**config.mk**
```make
export PLATFORM = sky130hd
export DESIGN_NAME = ams_alert_mask
export DESIGN_NICKNAME = d
export VERILOG_FILES = /design/src/hdl/ams_pkg.sv /design/src/hdl/ams_cfg_if.sv /design/src/hdl/ams_mask_bank.sv /design/src/hdl/ams_alert_gate.sv /design/src/hdl/ams_alert_mask.sv
export SDC_FILE = /design/constraint.sdc
export NUM_CORES = 1
export LEC_CHECK = 0
export BUFFER_PORTS_ARGS = -buffer_cell sky130_fd_sc_hd__buf_2
export CORE_AREA = 4 4 77 79
export CTS_BUF_LIST = sky130_fd_sc_hd__clkbuf_2 sky130_fd_sc_hd__clkbuf_4 sky130_fd_sc_hd__clkbuf_8
export DETAILED_ROUTE_END_ITERATION = 8
export DIE_AREA = 0 0 81 83
export PLACE_DENSITY = 0.86
export SYNTH_ARGS = -nofsm -noshare
export SYNTH_HDL_FRONTEND = slang
export SYNTH_SLANG_ARGS = --single-unit
export TNS_END_PERCENT = 30
```
**constraint.sdc**
```tcl
create_clock -name clk -period 2.68 [get_ports clk]
set_input_delay 0.134 -clock clk [delete_from_list [all_inputs] [get_ports clk]]
set_output_delay 0.134 -clock clk [all_outputs]
set_load 0.1 [all_outputs]
```
**src/hdl/ams_pkg.sv**
```systemverilog
// Shared constants, types and decode helpers of the alert source mask bank.
package ams_pkg;

  // ****************************************************************
  // Command and selector codes
  // ****************************************************************
  localparam logic [7:0] CMD_ALERT_SOURCE_MASK = 8'h1b;
  localparam logic [7:0] SEL_OUTPUT_VOLTAGE = 8'h7a;
  localparam logic [7:0] SEL_OUTPUT_CURRENT = 8'h7b;
  localparam logic [7:0] SEL_INPUT = 8'h7c;
  localparam logic [7:0] SEL_TEMPERATURE = 8'h7d;
  localparam logic [7:0] PHASE_ALL = 8'hff;
  localparam logic [7:0] READ_BLOCK_LEN = 8'h01;

  // ****************************************************************
  // Group indices inside the mask array
  // ****************************************************************
  localparam logic [1:0] GRP_OUTPUT_VOLTAGE = 2'h0;
  localparam logic [1:0] GRP_OUTPUT_CURRENT = 2'h1;
  localparam logic [1:0] GRP_INPUT = 2'h2;
  localparam logic [1:0] GRP_TEMPERATURE = 2'h3;

  // ****************************************************************
  // Field positions
  // ****************************************************************
  localparam int OUTPUT_OVERVOLTAGE_FAULT_MASK_BIT = 7;
  localparam int OUTPUT_OVERVOLTAGE_WARNING_MASK_BIT = 6;
  localparam int OUTPUT_UNDERVOLTAGE_WARNING_MASK_BIT = 5;
  localparam int OUTPUT_UNDERVOLTAGE_FAULT_MASK_BIT = 4;
  localparam int OUTPUT_LIMIT_RANGE_MASK_BIT = 3;
  localparam int TURN_ON_TIMEOUT_MASK_BIT = 2;
  localparam int OVERCURRENT_FAULT_MASK_BIT = 7;
  localparam int OVERCURRENT_WARNING_MASK_BIT = 5;
  localparam int UNDERCURRENT_FAULT_MASK_BIT = 4;
  localparam int INPUT_OVERVOLTAGE_FAULT_MASK_BIT = 7;
  localparam int INPUT_OVERVOLTAGE_WARNING_MASK_BIT = 6;
  localparam int INPUT_UNDERVOLTAGE_WARNING_MASK_BIT = 5;
  localparam int INSUFFICIENT_INPUT_MASK_BIT = 3;
  localparam int OVERTEMPERATURE_FAULT_MASK_BIT = 7;
  localparam int OVERTEMPERATURE_WARNING_MASK_BIT = 6;

  // ****************************************************************
  // Implemented bits and reset values
  // ****************************************************************
  localparam logic [7:0] OUTPUT_VOLTAGE_IMPL = (8'h01 << OUTPUT_OVERVOLTAGE_FAULT_MASK_BIT)
    | (8'h01 << OUTPUT_OVERVOLTAGE_WARNING_MASK_BIT)
    | (8'h01 << OUTPUT_UNDERVOLTAGE_WARNING_MASK_BIT)
    | (8'h01 << OUTPUT_UNDERVOLTAGE_FAULT_MASK_BIT)
    | (8'h01 << OUTPUT_LIMIT_RANGE_MASK_BIT) | (8'h01 << TURN_ON_TIMEOUT_MASK_BIT);
  localparam logic [7:0] OUTPUT_CURRENT_IMPL = (8'h01 << OVERCURRENT_FAULT_MASK_BIT)
    | (8'h01 << OVERCURRENT_WARNING_MASK_BIT) | (8'h01 << UNDERCURRENT_FAULT_MASK_BIT);
  localparam logic [7:0] INPUT_IMPL = (8'h01 << INPUT_OVERVOLTAGE_FAULT_MASK_BIT)
    | (8'h01 << INPUT_OVERVOLTAGE_WARNING_MASK_BIT)
    | (8'h01 << INPUT_UNDERVOLTAGE_WARNING_MASK_BIT) | (8'h01 << INSUFFICIENT_INPUT_MASK_BIT);
  localparam logic [7:0] TEMPERATURE_IMPL = (8'h01 << OVERTEMPERATURE_FAULT_MASK_BIT)
    | (8'h01 << OVERTEMPERATURE_WARNING_MASK_BIT);
  localparam logic [7:0] INPUT_STORED_BITS = 8'h01 << INSUFFICIENT_INPUT_MASK_BIT;
  localparam logic [7:0] INPUT_RESET = 8'h00;
  localparam logic [7:0] MASK_CLEAR = 8'h00;

  // ****************************************************************
  // Types
  // ****************************************************************
  typedef enum logic [1:0] {AMS_IDLE = 2'b01, AMS_ANSWER = 2'b10} ams_state_e;
  typedef logic [3:0][7:0] ams_bytes_t;

  // Maps a selector byte to {valid, group index}.
  function automatic logic [2:0] ams_decode_sel(input logic [7:0] sel);
    logic [2:0] r;
    r = 3'h0;
    case (sel)
      SEL_OUTPUT_VOLTAGE: r = {1'b1, GRP_OUTPUT_VOLTAGE};
      SEL_OUTPUT_CURRENT: r = {1'b1, GRP_OUTPUT_CURRENT};
      SEL_INPUT: r = {1'b1, GRP_INPUT};
      SEL_TEMPERATURE: r = {1'b1, GRP_TEMPERATURE};
      default: r = 3'h0;
    endcase
    return r;
  endfunction

  // Returns the implemented mask bits of a group.
  function automatic logic [7:0] ams_impl(input logic [1:0] grp);
    logic [7:0] r;
    r = OUTPUT_VOLTAGE_IMPL;
    case (grp)
      GRP_OUTPUT_CURRENT: r = OUTPUT_CURRENT_IMPL;
      GRP_INPUT: r = INPUT_IMPL;
      GRP_TEMPERATURE: r = TEMPERATURE_IMPL;
      default: r = OUTPUT_VOLTAGE_IMPL;
    endcase
    return r;
  endfunction

endpackage

```
**src/hdl/ams_cfg_if.sv**
```systemverilog
// Carrier between the command decoder, the mask bank and the alert gate.
`timescale 1ns/1ps
interface ams_cfg_if;
  logic wr_en;
  logic [1:0] wr_grp;
  logic [7:0] wr_data;
  logic loaded;
  ams_pkg::ams_bytes_t mask;
  modport ctrl (output wr_en, output wr_grp, output wr_data, input loaded, input mask);
  modport bank (input wr_en, input wr_grp, input wr_data, output loaded, output mask);
  modport gate (input mask);
endinterface

```
**src/hdl/ams_mask_bank.sv**
```systemverilog
// Mask byte storage with stored-default load and write filtering.
`timescale 1ns/1ps
module ams_mask_bank (
  input wire logic clk, // System clock.
  input wire logic reset_n, // Asynchronous reset, active low.
  input wire ams_pkg::ams_bytes_t nvm_mask, // Stored user defaults per group.
  ams_cfg_if.bank cfg // Write port and mask outputs.
);

  typedef struct packed {
    logic loaded;
    ams_pkg::ams_bytes_t mask;
  } ams_bank_s;

  ams_bank_s st;
  ams_bank_s next_st;

  // Loads the stored defaults once after reset, then applies filtered writes.
  always_comb begin
    next_st = st;
    if (!st.loaded) begin
      for (int g = 0; g < 4; g++) begin
        next_st.mask[g] = nvm_mask[g] & ams_pkg::ams_impl(2'(g));
      end
      next_st.mask[ams_pkg::GRP_INPUT] = (nvm_mask[ams_pkg::GRP_INPUT]
        & ams_pkg::INPUT_STORED_BITS) | ams_pkg::INPUT_RESET;
      next_st.loaded = 1'b1;
    end else if (cfg.wr_en) begin
      next_st.mask[cfg.wr_grp] = cfg.wr_data & ams_pkg::ams_impl(cfg.wr_grp);
    end
  end

  // State register.
  always_ff @(posedge clk or negedge reset_n) begin
    if (!reset_n) begin
      st <= '0;
    end else begin
      st <= next_st;
    end
  end

  assign cfg.mask = st.mask;
  assign cfg.loaded = st.loaded;
endmodule // ams_mask_bank

```
**src/hdl/ams_alert_gate.sv**
```systemverilog
// Combines status conditions with their masks into the alert request.
`timescale 1ns/1ps
module ams_alert_gate (
  input wire logic clk, // System clock.
  input wire logic reset_n, // Asynchronous reset, active low.
  input wire ams_pkg::ams_bytes_t status, // Live status bytes per group.
  ams_cfg_if.gate cfg, // Current mask bytes.
  output logic alert_request // Registered alert request, active high.
);

  typedef struct packed {
    logic alert;
  } ams_gate_s;

  ams_gate_s st;
  ams_gate_s next_st;

  // A set mask bit only removes its condition from the alert; status is untouched.
  always_comb begin
    next_st = st;
    next_st.alert = |(status & ~cfg.mask);
  end

  // State register.
  always_ff @(posedge clk or negedge reset_n) begin
    if (!reset_n) begin
      st <= '0;
    end else begin
      st <= next_st;
    end
  end

  assign alert_request = st.alert;
endmodule // ams_alert_gate

```
**src/hdl/ams_alert_mask.sv**
```systemverilog
// Top of the alert source mask bank: command decoder, mask store and alert gate.
//
// Summary of operation
// - Selector 7Ah addresses output voltage mask.
// - Selector 7Bh addresses output current mask.
// - Selector 7Ch addresses input mask.
// - Selector 7Dh addresses temperature mask.
// - Mask bit 0 lets alert; 1 blocks.
// - Voltage mask bits 7:2 writable, 1:0 zero.
// - Current mask bits 7,5,4 writable, rest zero.
// - Input bits 7:5 reset zero, 3 stored.
// - Temperature bits 7:6 writable, 5:0 zero.
// - Write word: low selector, high mask.
// - Process call: one-byte selector, one-byte mask back.
// - Mask never stops status bits being set.
`timescale 1ns/1ps
module ams_alert_mask (
  input wire logic clk, // System clock, 200 MHz.
  input wire logic reset_n, // Asynchronous reset, active low.
  input wire logic cmd_valid, // Decoded bus transaction present.
  output logic cmd_ready, // Transaction may be taken this cycle.
  input wire logic cmd_call, // 1: process call read, 0: write word.
  input wire logic [7:0] cmd_code, // Command code of the transaction.
  input wire logic [7:0] cmd_data_lo, // Write word low data byte.
  input wire logic [7:0] cmd_data_hi, // Write word high data byte.
  input wire logic [7:0] cmd_block_count, // Process call write block count.
  input wire logic [7:0] cmd_block_data, // Process call first block byte.
  input wire logic [7:0] phase_select, // Current phase selection.
  output logic rsp_valid, // Answer present, one cycle.
  output logic rsp_ok, // Transaction accepted.
  output logic [7:0] rsp_count, // Read block byte count.
  output logic [7:0] rsp_data, // Read block data byte.
  input wire logic [7:0] status_output_voltage, // Output voltage status group.
  input wire logic [7:0] status_output_current, // Output current status group.
  input wire logic [7:0] status_input, // Input status group.
  input wire logic [7:0] status_temperature, // Temperature status group.
  input wire logic [7:0] nvm_output_voltage, // Stored output voltage mask.
  input wire logic [7:0] nvm_output_current, // Stored output current mask.
  input wire logic [7:0] nvm_input, // Stored input mask.
  input wire logic [7:0] nvm_temperature, // Stored temperature mask.
  output logic alert_request // Alert line request, active high.
);

  // ****************************************************************
  // Internal carriers
  // ****************************************************************
  ams_cfg_if cfg ();

  ams_pkg::ams_bytes_t status_bytes;
  ams_pkg::ams_bytes_t nvm_bytes;

  // Groups the per-group ports into arrays indexed by group number.
  assign status_bytes = {status_temperature, status_input, status_output_current,
    status_output_voltage};
  assign nvm_bytes = {nvm_temperature, nvm_input, nvm_output_current, nvm_output_voltage};

  // ****************************************************************
  // Command decoder state
  // ****************************************************************
  typedef struct packed {
    ams_pkg::ams_state_e state;
    logic ok;
    logic [7:0] count;
    logic [7:0] data;
    logic wr_en;
    logic [1:0] wr_grp;
    logic [7:0] wr_data;
  } ams_ctl_s;

  ams_ctl_s st;
  ams_ctl_s next_st;

  logic take;
  logic [7:0] sel_byte;
  logic [2:0] sel_dec;
  logic addr_ok;
  logic shape_ok;
  logic accept;

  // A transaction is taken only once the stored defaults are in place.
  assign cmd_ready = (st.state == ams_pkg::AMS_IDLE) && cfg.loaded;
  assign take = cmd_valid && cmd_ready;

  // The selector sits in the low data byte of a write or the block byte of a read.
  assign sel_byte = cmd_call ? cmd_block_data : cmd_data_lo;
  assign sel_dec = ams_pkg::ams_decode_sel(sel_byte);
  assign addr_ok = (cmd_code == ams_pkg::CMD_ALERT_SOURCE_MASK) && sel_dec[2];
  assign shape_ok = !cmd_call || (cmd_block_count == ams_pkg::READ_BLOCK_LEN);
  assign accept = addr_ok && shape_ok
    && (phase_select == ams_pkg::PHASE_ALL);

  // Decodes one transaction in idle, answers it the next cycle, and returns.
  always_comb begin
    next_st = st;
    next_st.wr_en = 1'b0;
    unique case (st.state)
      ams_pkg::AMS_IDLE: begin
        if (take) begin
          next_st.state = ams_pkg::AMS_ANSWER;
          next_st.ok = accept;
          next_st.wr_grp = sel_dec[1:0];
          next_st.wr_data = cmd_data_hi;
          next_st.wr_en = accept && !cmd_call;
          if (cmd_call && accept) begin
            next_st.count = ams_pkg::READ_BLOCK_LEN;
            next_st.data = cfg.mask[sel_dec[1:0]];
          end else begin
            next_st.count = 8'h00;
            next_st.data = 8'h00;
          end
        end
      end
      ams_pkg::AMS_ANSWER: begin
        next_st.state = ams_pkg::AMS_IDLE;
      end
      default: begin
        next_st.state = ams_pkg::AMS_IDLE;
      end
    endcase
  end

  // State register.
  always_ff @(posedge clk or negedge reset_n) begin
    if (!reset_n) begin
      st <= '{state: ams_pkg::AMS_IDLE, default: '0};
    end else begin
      st <= next_st;
    end
  end

  // ****************************************************************
  // Outputs and carrier drive
  // ****************************************************************
  assign rsp_valid = (st.state == ams_pkg::AMS_ANSWER);
  assign rsp_ok = st.ok;
  assign rsp_count = st.count;
  assign rsp_data = st.data;
  assign cfg.wr_en = st.wr_en;
  assign cfg.wr_grp = st.wr_grp;
  assign cfg.wr_data = st.wr_data;

  // ****************************************************************
  // Submodules
  // ****************************************************************
  ams_mask_bank u_bank (
    .clk(clk),
    .reset_n(reset_n),
    .nvm_mask(nvm_bytes),
    .cfg(cfg.bank)
  );

  ams_alert_gate u_gate (
    .clk(clk),
    .reset_n(reset_n),
    .status(status_bytes),
    .cfg(cfg.gate),
    .alert_request(alert_request)
  );
endmodule // ams_alert_mask

```
* Word level (Yosys, flattened, before mapping)
Index checks and enable logic that the tools add are counted.
** Word-level totals
- Word-level logic and storage cells :: 67
- Bits in registers :: 57
- Memory bits (read-only) :: 0
- Memories kept :: 0
- Input bits :: 116
- Memory bits (writable) :: 0
- Bits in latches :: 0
** Cells by class
- Mux-type cells :: 19
- Equality and inequality tests :: 14
- Shifts and indexed selects :: 0
- Add/sub/neg operators :: 0
- Bitwise operators :: 6
- $mul :: 0
- Div/mod/pow operators :: 0
- Reductions and logical operators :: 12
- Order comparisons :: 3
** Operators with widths (number)
- $mux 32 :: 2
- $mux 8 :: 8
- $and 32x32->32 :: 1
- $and 8x8->8 :: 4
- $bwmux 32 :: 1
- $eq 8x7->1 const B :: 4
- $not 32->32 :: 1
- $reduce_or 32->1 :: 1
- $mux 30 :: 1
- $pmux 7 s3 :: 1
- $bmux 8 s2 :: 1
- $demux 8 s2 :: 1
- $pmux 3 s4 :: 1
- $mux 11 :: 1
- $mux 9 :: 1
- $eq 8x1->1 const B :: 1
- $eq 8x5->1 const B :: 1
- $eq 8x8->1 const B :: 1
- $logic_and 1x1->1 :: 8
- $eq 2x2->1 const B :: 3
- $lt 2x3->1 const B :: 2
- $eq 2x1->1 const B :: 2
- $ne 2x2->1 const B :: 2
- $ge 2x1->1 const B :: 1
- 4 further kinds :: 4

* Depth between registers and ports, before layout
- Depth in word-level cells :: 10
- Depth in mapped cells :: 7
- Mapped depth without buffers :: 5

* Hierarchy
A second synthesis with hierarchy kept.
** Second synthesis, totals
- Cell total of the unflattened synthesis :: 325
- Area total of the unflattened synthesis :: 2862.7 µm²
** By module, submodules not included
- ams_alert_mask :: instances 1, area an instance 1508.9 µm², cells each 177
- ams_mask_bank :: instances 1, area an instance 1077.3 µm², cells each 94
- ams_alert_gate :: instances 1, area an instance 276.5 µm², cells each 54

* Least setup slack after synthesis
No wires, ideal clock.
- Path kind :: register -> output
- Start :: register st[28] in the netlist's numbering
- End :: output rsp_valid
- Cell stages (with the launch flop) :: 2
- Slack :: 0.864 ns
- Buffers on the path :: 0
- Data arrival time :: 1.682 ns
- Data required time :: 2.546 ns
- Cells stage by stage :: dfstp_2 nor2b_1
** Between the ends
- Word-level cells in the longest chain between the ends :: 1
** Ends and longest elaborated chain
- start: declaration :: RTL line ams_alert_mask.sv:70 : ams_ctl_s st;
- start signal: assignment :: RTL line ams_alert_mask.sv:127 : st <= next_st;
- $eq 2x2->1 :: RTL line ams_alert_mask.sv:134 : assign rsp_valid = (st.state == ams_pkg::AMS_ANSWER);
- end: declaration :: RTL line ams_alert_mask.sv:29 : output logic rsp_valid,
No other way between the ends.

* Worst setup path in the final report
- Start :: register st[28] in the netlist's numbering
- End :: register st, in the netlist rsp_data[4]
** Between the ends
- Word-level cells in the longest chain between the ends :: 4
** Ends and longest elaborated chain
- $eq 2x1->1 * :: RTL line ams_alert_mask.sv:81, ams_alert_mask.sv:96
- $logic_and 1x1->1 :: RTL line ams_alert_mask.sv:81 : assign cmd_ready = (st.state == ams_pkg::AMS_IDLE) && cfg.loaded;
- $logic_and 1x1->1 :: RTL line ams_alert_mask.sv:82 : assign take = cmd_valid && cmd_ready;
- $reduce_and 2->1 (no source line) *
Every way passes the cells marked *; elsewhere a longest branch is shown, timed or not.
A chain may end at the register's enable or synchronous reset.

==> metrics.cfg <==
[detailed_routing]
drt-total-wl_um=6400
drt_iter0_drc=94
vias_per_cell=5.21
detail_route.first_pass.iterations=4
ant_nets=0
vias=2324
wl_per_cell_um=14.3
post-route-drc-count=0

[final_layout]
antenna_cells=0
post-route-util_pct=58.6
area.growth.synth_to_final_pct=22.1
drive_gt1_share_pct=34.2
nNetsFinal=489

[yosys]
yosysTopAreaCellShare_pct=43.0
yosysWarnings=0
synth-seq-cells=45
synthMuxAreaShare_pct=6.35
synth_cells=281
yosysSeqAreaShare_pct=44.0
yosysMostFrequentCell=dfrtp_1
ys.flop_type=dfrtp_1
synth_area_leaders=dfrtp_1 43%, nand2_1 6.2%, mux2i_1 5.5%
synth_top_family_by_area=simple AND/OR/NAND/NOR gates
synth_common_cells=44 x dfrtp_1, 42 x nand2_1, 25 x inv_1
synth_area_leader_cell=dfrtp_1
synth_area_per_cell_sq_um=9.12
synth_cell_types=46
synth_edf_count=0
synth-compound-area-share_pct=14.4
postSynth.asyncResetShare_pct=100
synth_fa_ha_area_share_pct=0
syn_area_sq_um=2560
synthXorXnorAreaFrac_pct=0.684
synth-simple-area-share_pct=23.5

[timing]
period_share_pct=73.8
final.setup_skew_ns=0.0139
maxSlewHeadroom_pct=34.5
fmax_mhz=506
holdWs_ns=-0.0171
worst_pin_slew_ns=0.983
setup_viol=0
rsz0062_at_grt=no
period_needed_ns=1.98
hold_viol=19
layout_setup_ws_ns=0.703
fin_tns_setup_ns=0
drv_slew=0

[pwr]
clockPowerShare_pct=29.5
intPower_mw=1.02
p_seq_share_pct=51.7
cellLeakagePower_nw=1.66
p_sw_mw=0.434
peakVddDrop_mv=0.424
swShare_pct=29.9
pwr-share-comb_pct=18.8
powerDensity_nw_per_um2=464

[floorplan]
die_w_um=81
initial_core_util_pct=48.0
die_area_sq_um=6720
pin_count=136
core-area_sq_um=5340
rows=27
die_h_um=83

[global_routing]
grt_max_degree=46
antenna_found_initial=0
first_global_vias=2259
grt_pass1_wl_um=10100
globalRouteOverflowTotal=0
grt_use_total_pct=19.1

[min_path]
min_path_type=input pin to async pin

[worst_setup_path]
reg2reg_from=st[28]
rr_worst_depth=6
cp_max_fo=20
critPathArrivalTime_ns=2.19
cp-end-kind=flop
r2r_slack_ns=0.70
crit_required_ns=2.89
rr_endpoint=rsp_data[4]
path_class=flop to flop
critPathLaunchType=flop

[status]
status=complete, but fails checks
violations=hold timing

[cts]
cts_resized=0
cts-root-buf=clkbuf_8
clock_latency_ns=0.31
postCtsSetupRepairBufs=0
clock_sinks=45
path_clk_slew_ns=0.08
cts_hold_buf=0
cts_buffer_depth=2
h-tree-depth=2
numCtsBuffers=5
cts_tree=yes

[placed_design]
place_ws_ns=0.687
port_buffers=104
hpwl_um=5080
place_congestion=0.835

[flow_run]
drv_cap=0

[cells by family (layout without fill, tap and decap cells)]
| kind of cell | Yosys count | in the layout |
|---|---|---|
| and+or+nand+nor | 111 | 111 |
| buffers and inverters | 55 | 140 |
| AOI/OAI and AO/OA | 50 | 50 |
| DFF | 45 | 45 |
| muxes | 16 | 16 |
| other | 2 | 10 |
| xor gates and xnor gates | 2 | 2 |
[final cells by class]
type / instances / area (sq um)
tap: 72 / 90.1
sequential: 45 / 1130
inverter: 26 / 97.6
clock buffer: 7 / 83.8
timing repair buffer: 106 / 536
fill: 496 / 2210
multi-input combinational: 189 / 1190
clock inverter: 1 / 5.00
[registers in the layout, indices dropped and copies added, names as in the netlist]
name                  flops
st                        2
u_gate.alert_request      1
cfg.wr_grp                2
u_bank.cfg.mask          24
u_bank.cfg.loaded         1
cfg.wr_data               6
rsp_ok                    1
cfg.wr_en                 1
rsp_data                  6
rsp_count                 1
[routing by layer]
layer	wire length, um	global-route usage [%]
met1	2610	24.6
met2	3030	30.8
met3	609	4.77
met4	148	7.07
met5	0	0
[worst max-delay path by stage]
stage	slack, ns	endpoint	cells after the start	from
floorplan	0.86	rsp_valid	1	st[28]
global placement	0.79	rsp_data[5]	6	st[28]
detailed placement	0.69	rsp_data[4]	6	st[28]
CTS	0.67	rsp_data[4]	6	st[28]
global route	0.56	rsp_data[4]	6	st[28]
finish	0.70	rsp_data[4]	6	st[28]
[stage by stage]
step | power (mW) | cells | instance area (sq um) | hold slack [ns]
floorplan | 0.931 | 289 | 2590 | -0.162
global placement | 1.03 | 438 | 3040 | 0.327
detailed placement | 1.04 | 438 | 3040 | 0.330
CTS | 1.45 | 446 | 3130 | 0.0108
global route | 1.51 | 446 | 3130 | 0.0132
finish | 1.45 | 446 | 3130 | -0.0171
[power by group through the flow]
stage	sequential [mW]	clock, mW	combinational [mW]
after CTS	0.749	0.432	0.275
after global routing	0.754	0.455	0.301
after detailed placement	0.762	0	0.274
after global placement	0.760	0	0.267
final	0.750	0.428	0.273
after floorplan	0.749	0	0.182
[layout by cell type (no fill, tap or decap), types with 2 or more instances in the layout]
cell type,instances
nand4b_1,3
a211oi_1,12
or2_1,2
buf_2,104
nor4_4,2
clkbuf_8,5
nand4_1,3
clkbuf_4,2
o31ai_2,6
conb_1,10
a21oi_1,14
nor2b_1,6
nor4_1,3
dfrtp_1,44
and3_1,9
o22ai_1,8
buf_4,2
xor2_1,2
nor2_1,17
inv_1,25
nor3_1,12
mux2i_1,14
mux2_2,2
nand2_1,42
nand3_1,2
nand3b_1,2
[worst max-delay path, stage by stage (launching register included)]
cell and delay (ns):
dfstp_2 0.54, nand4b_1 0.09, buf_4 0.22, clkinv_1 0.20
o2111ai_2 0.18, or2_1 0.38, o31ai_2 0.28
Power figures use the tool's default switching activity.
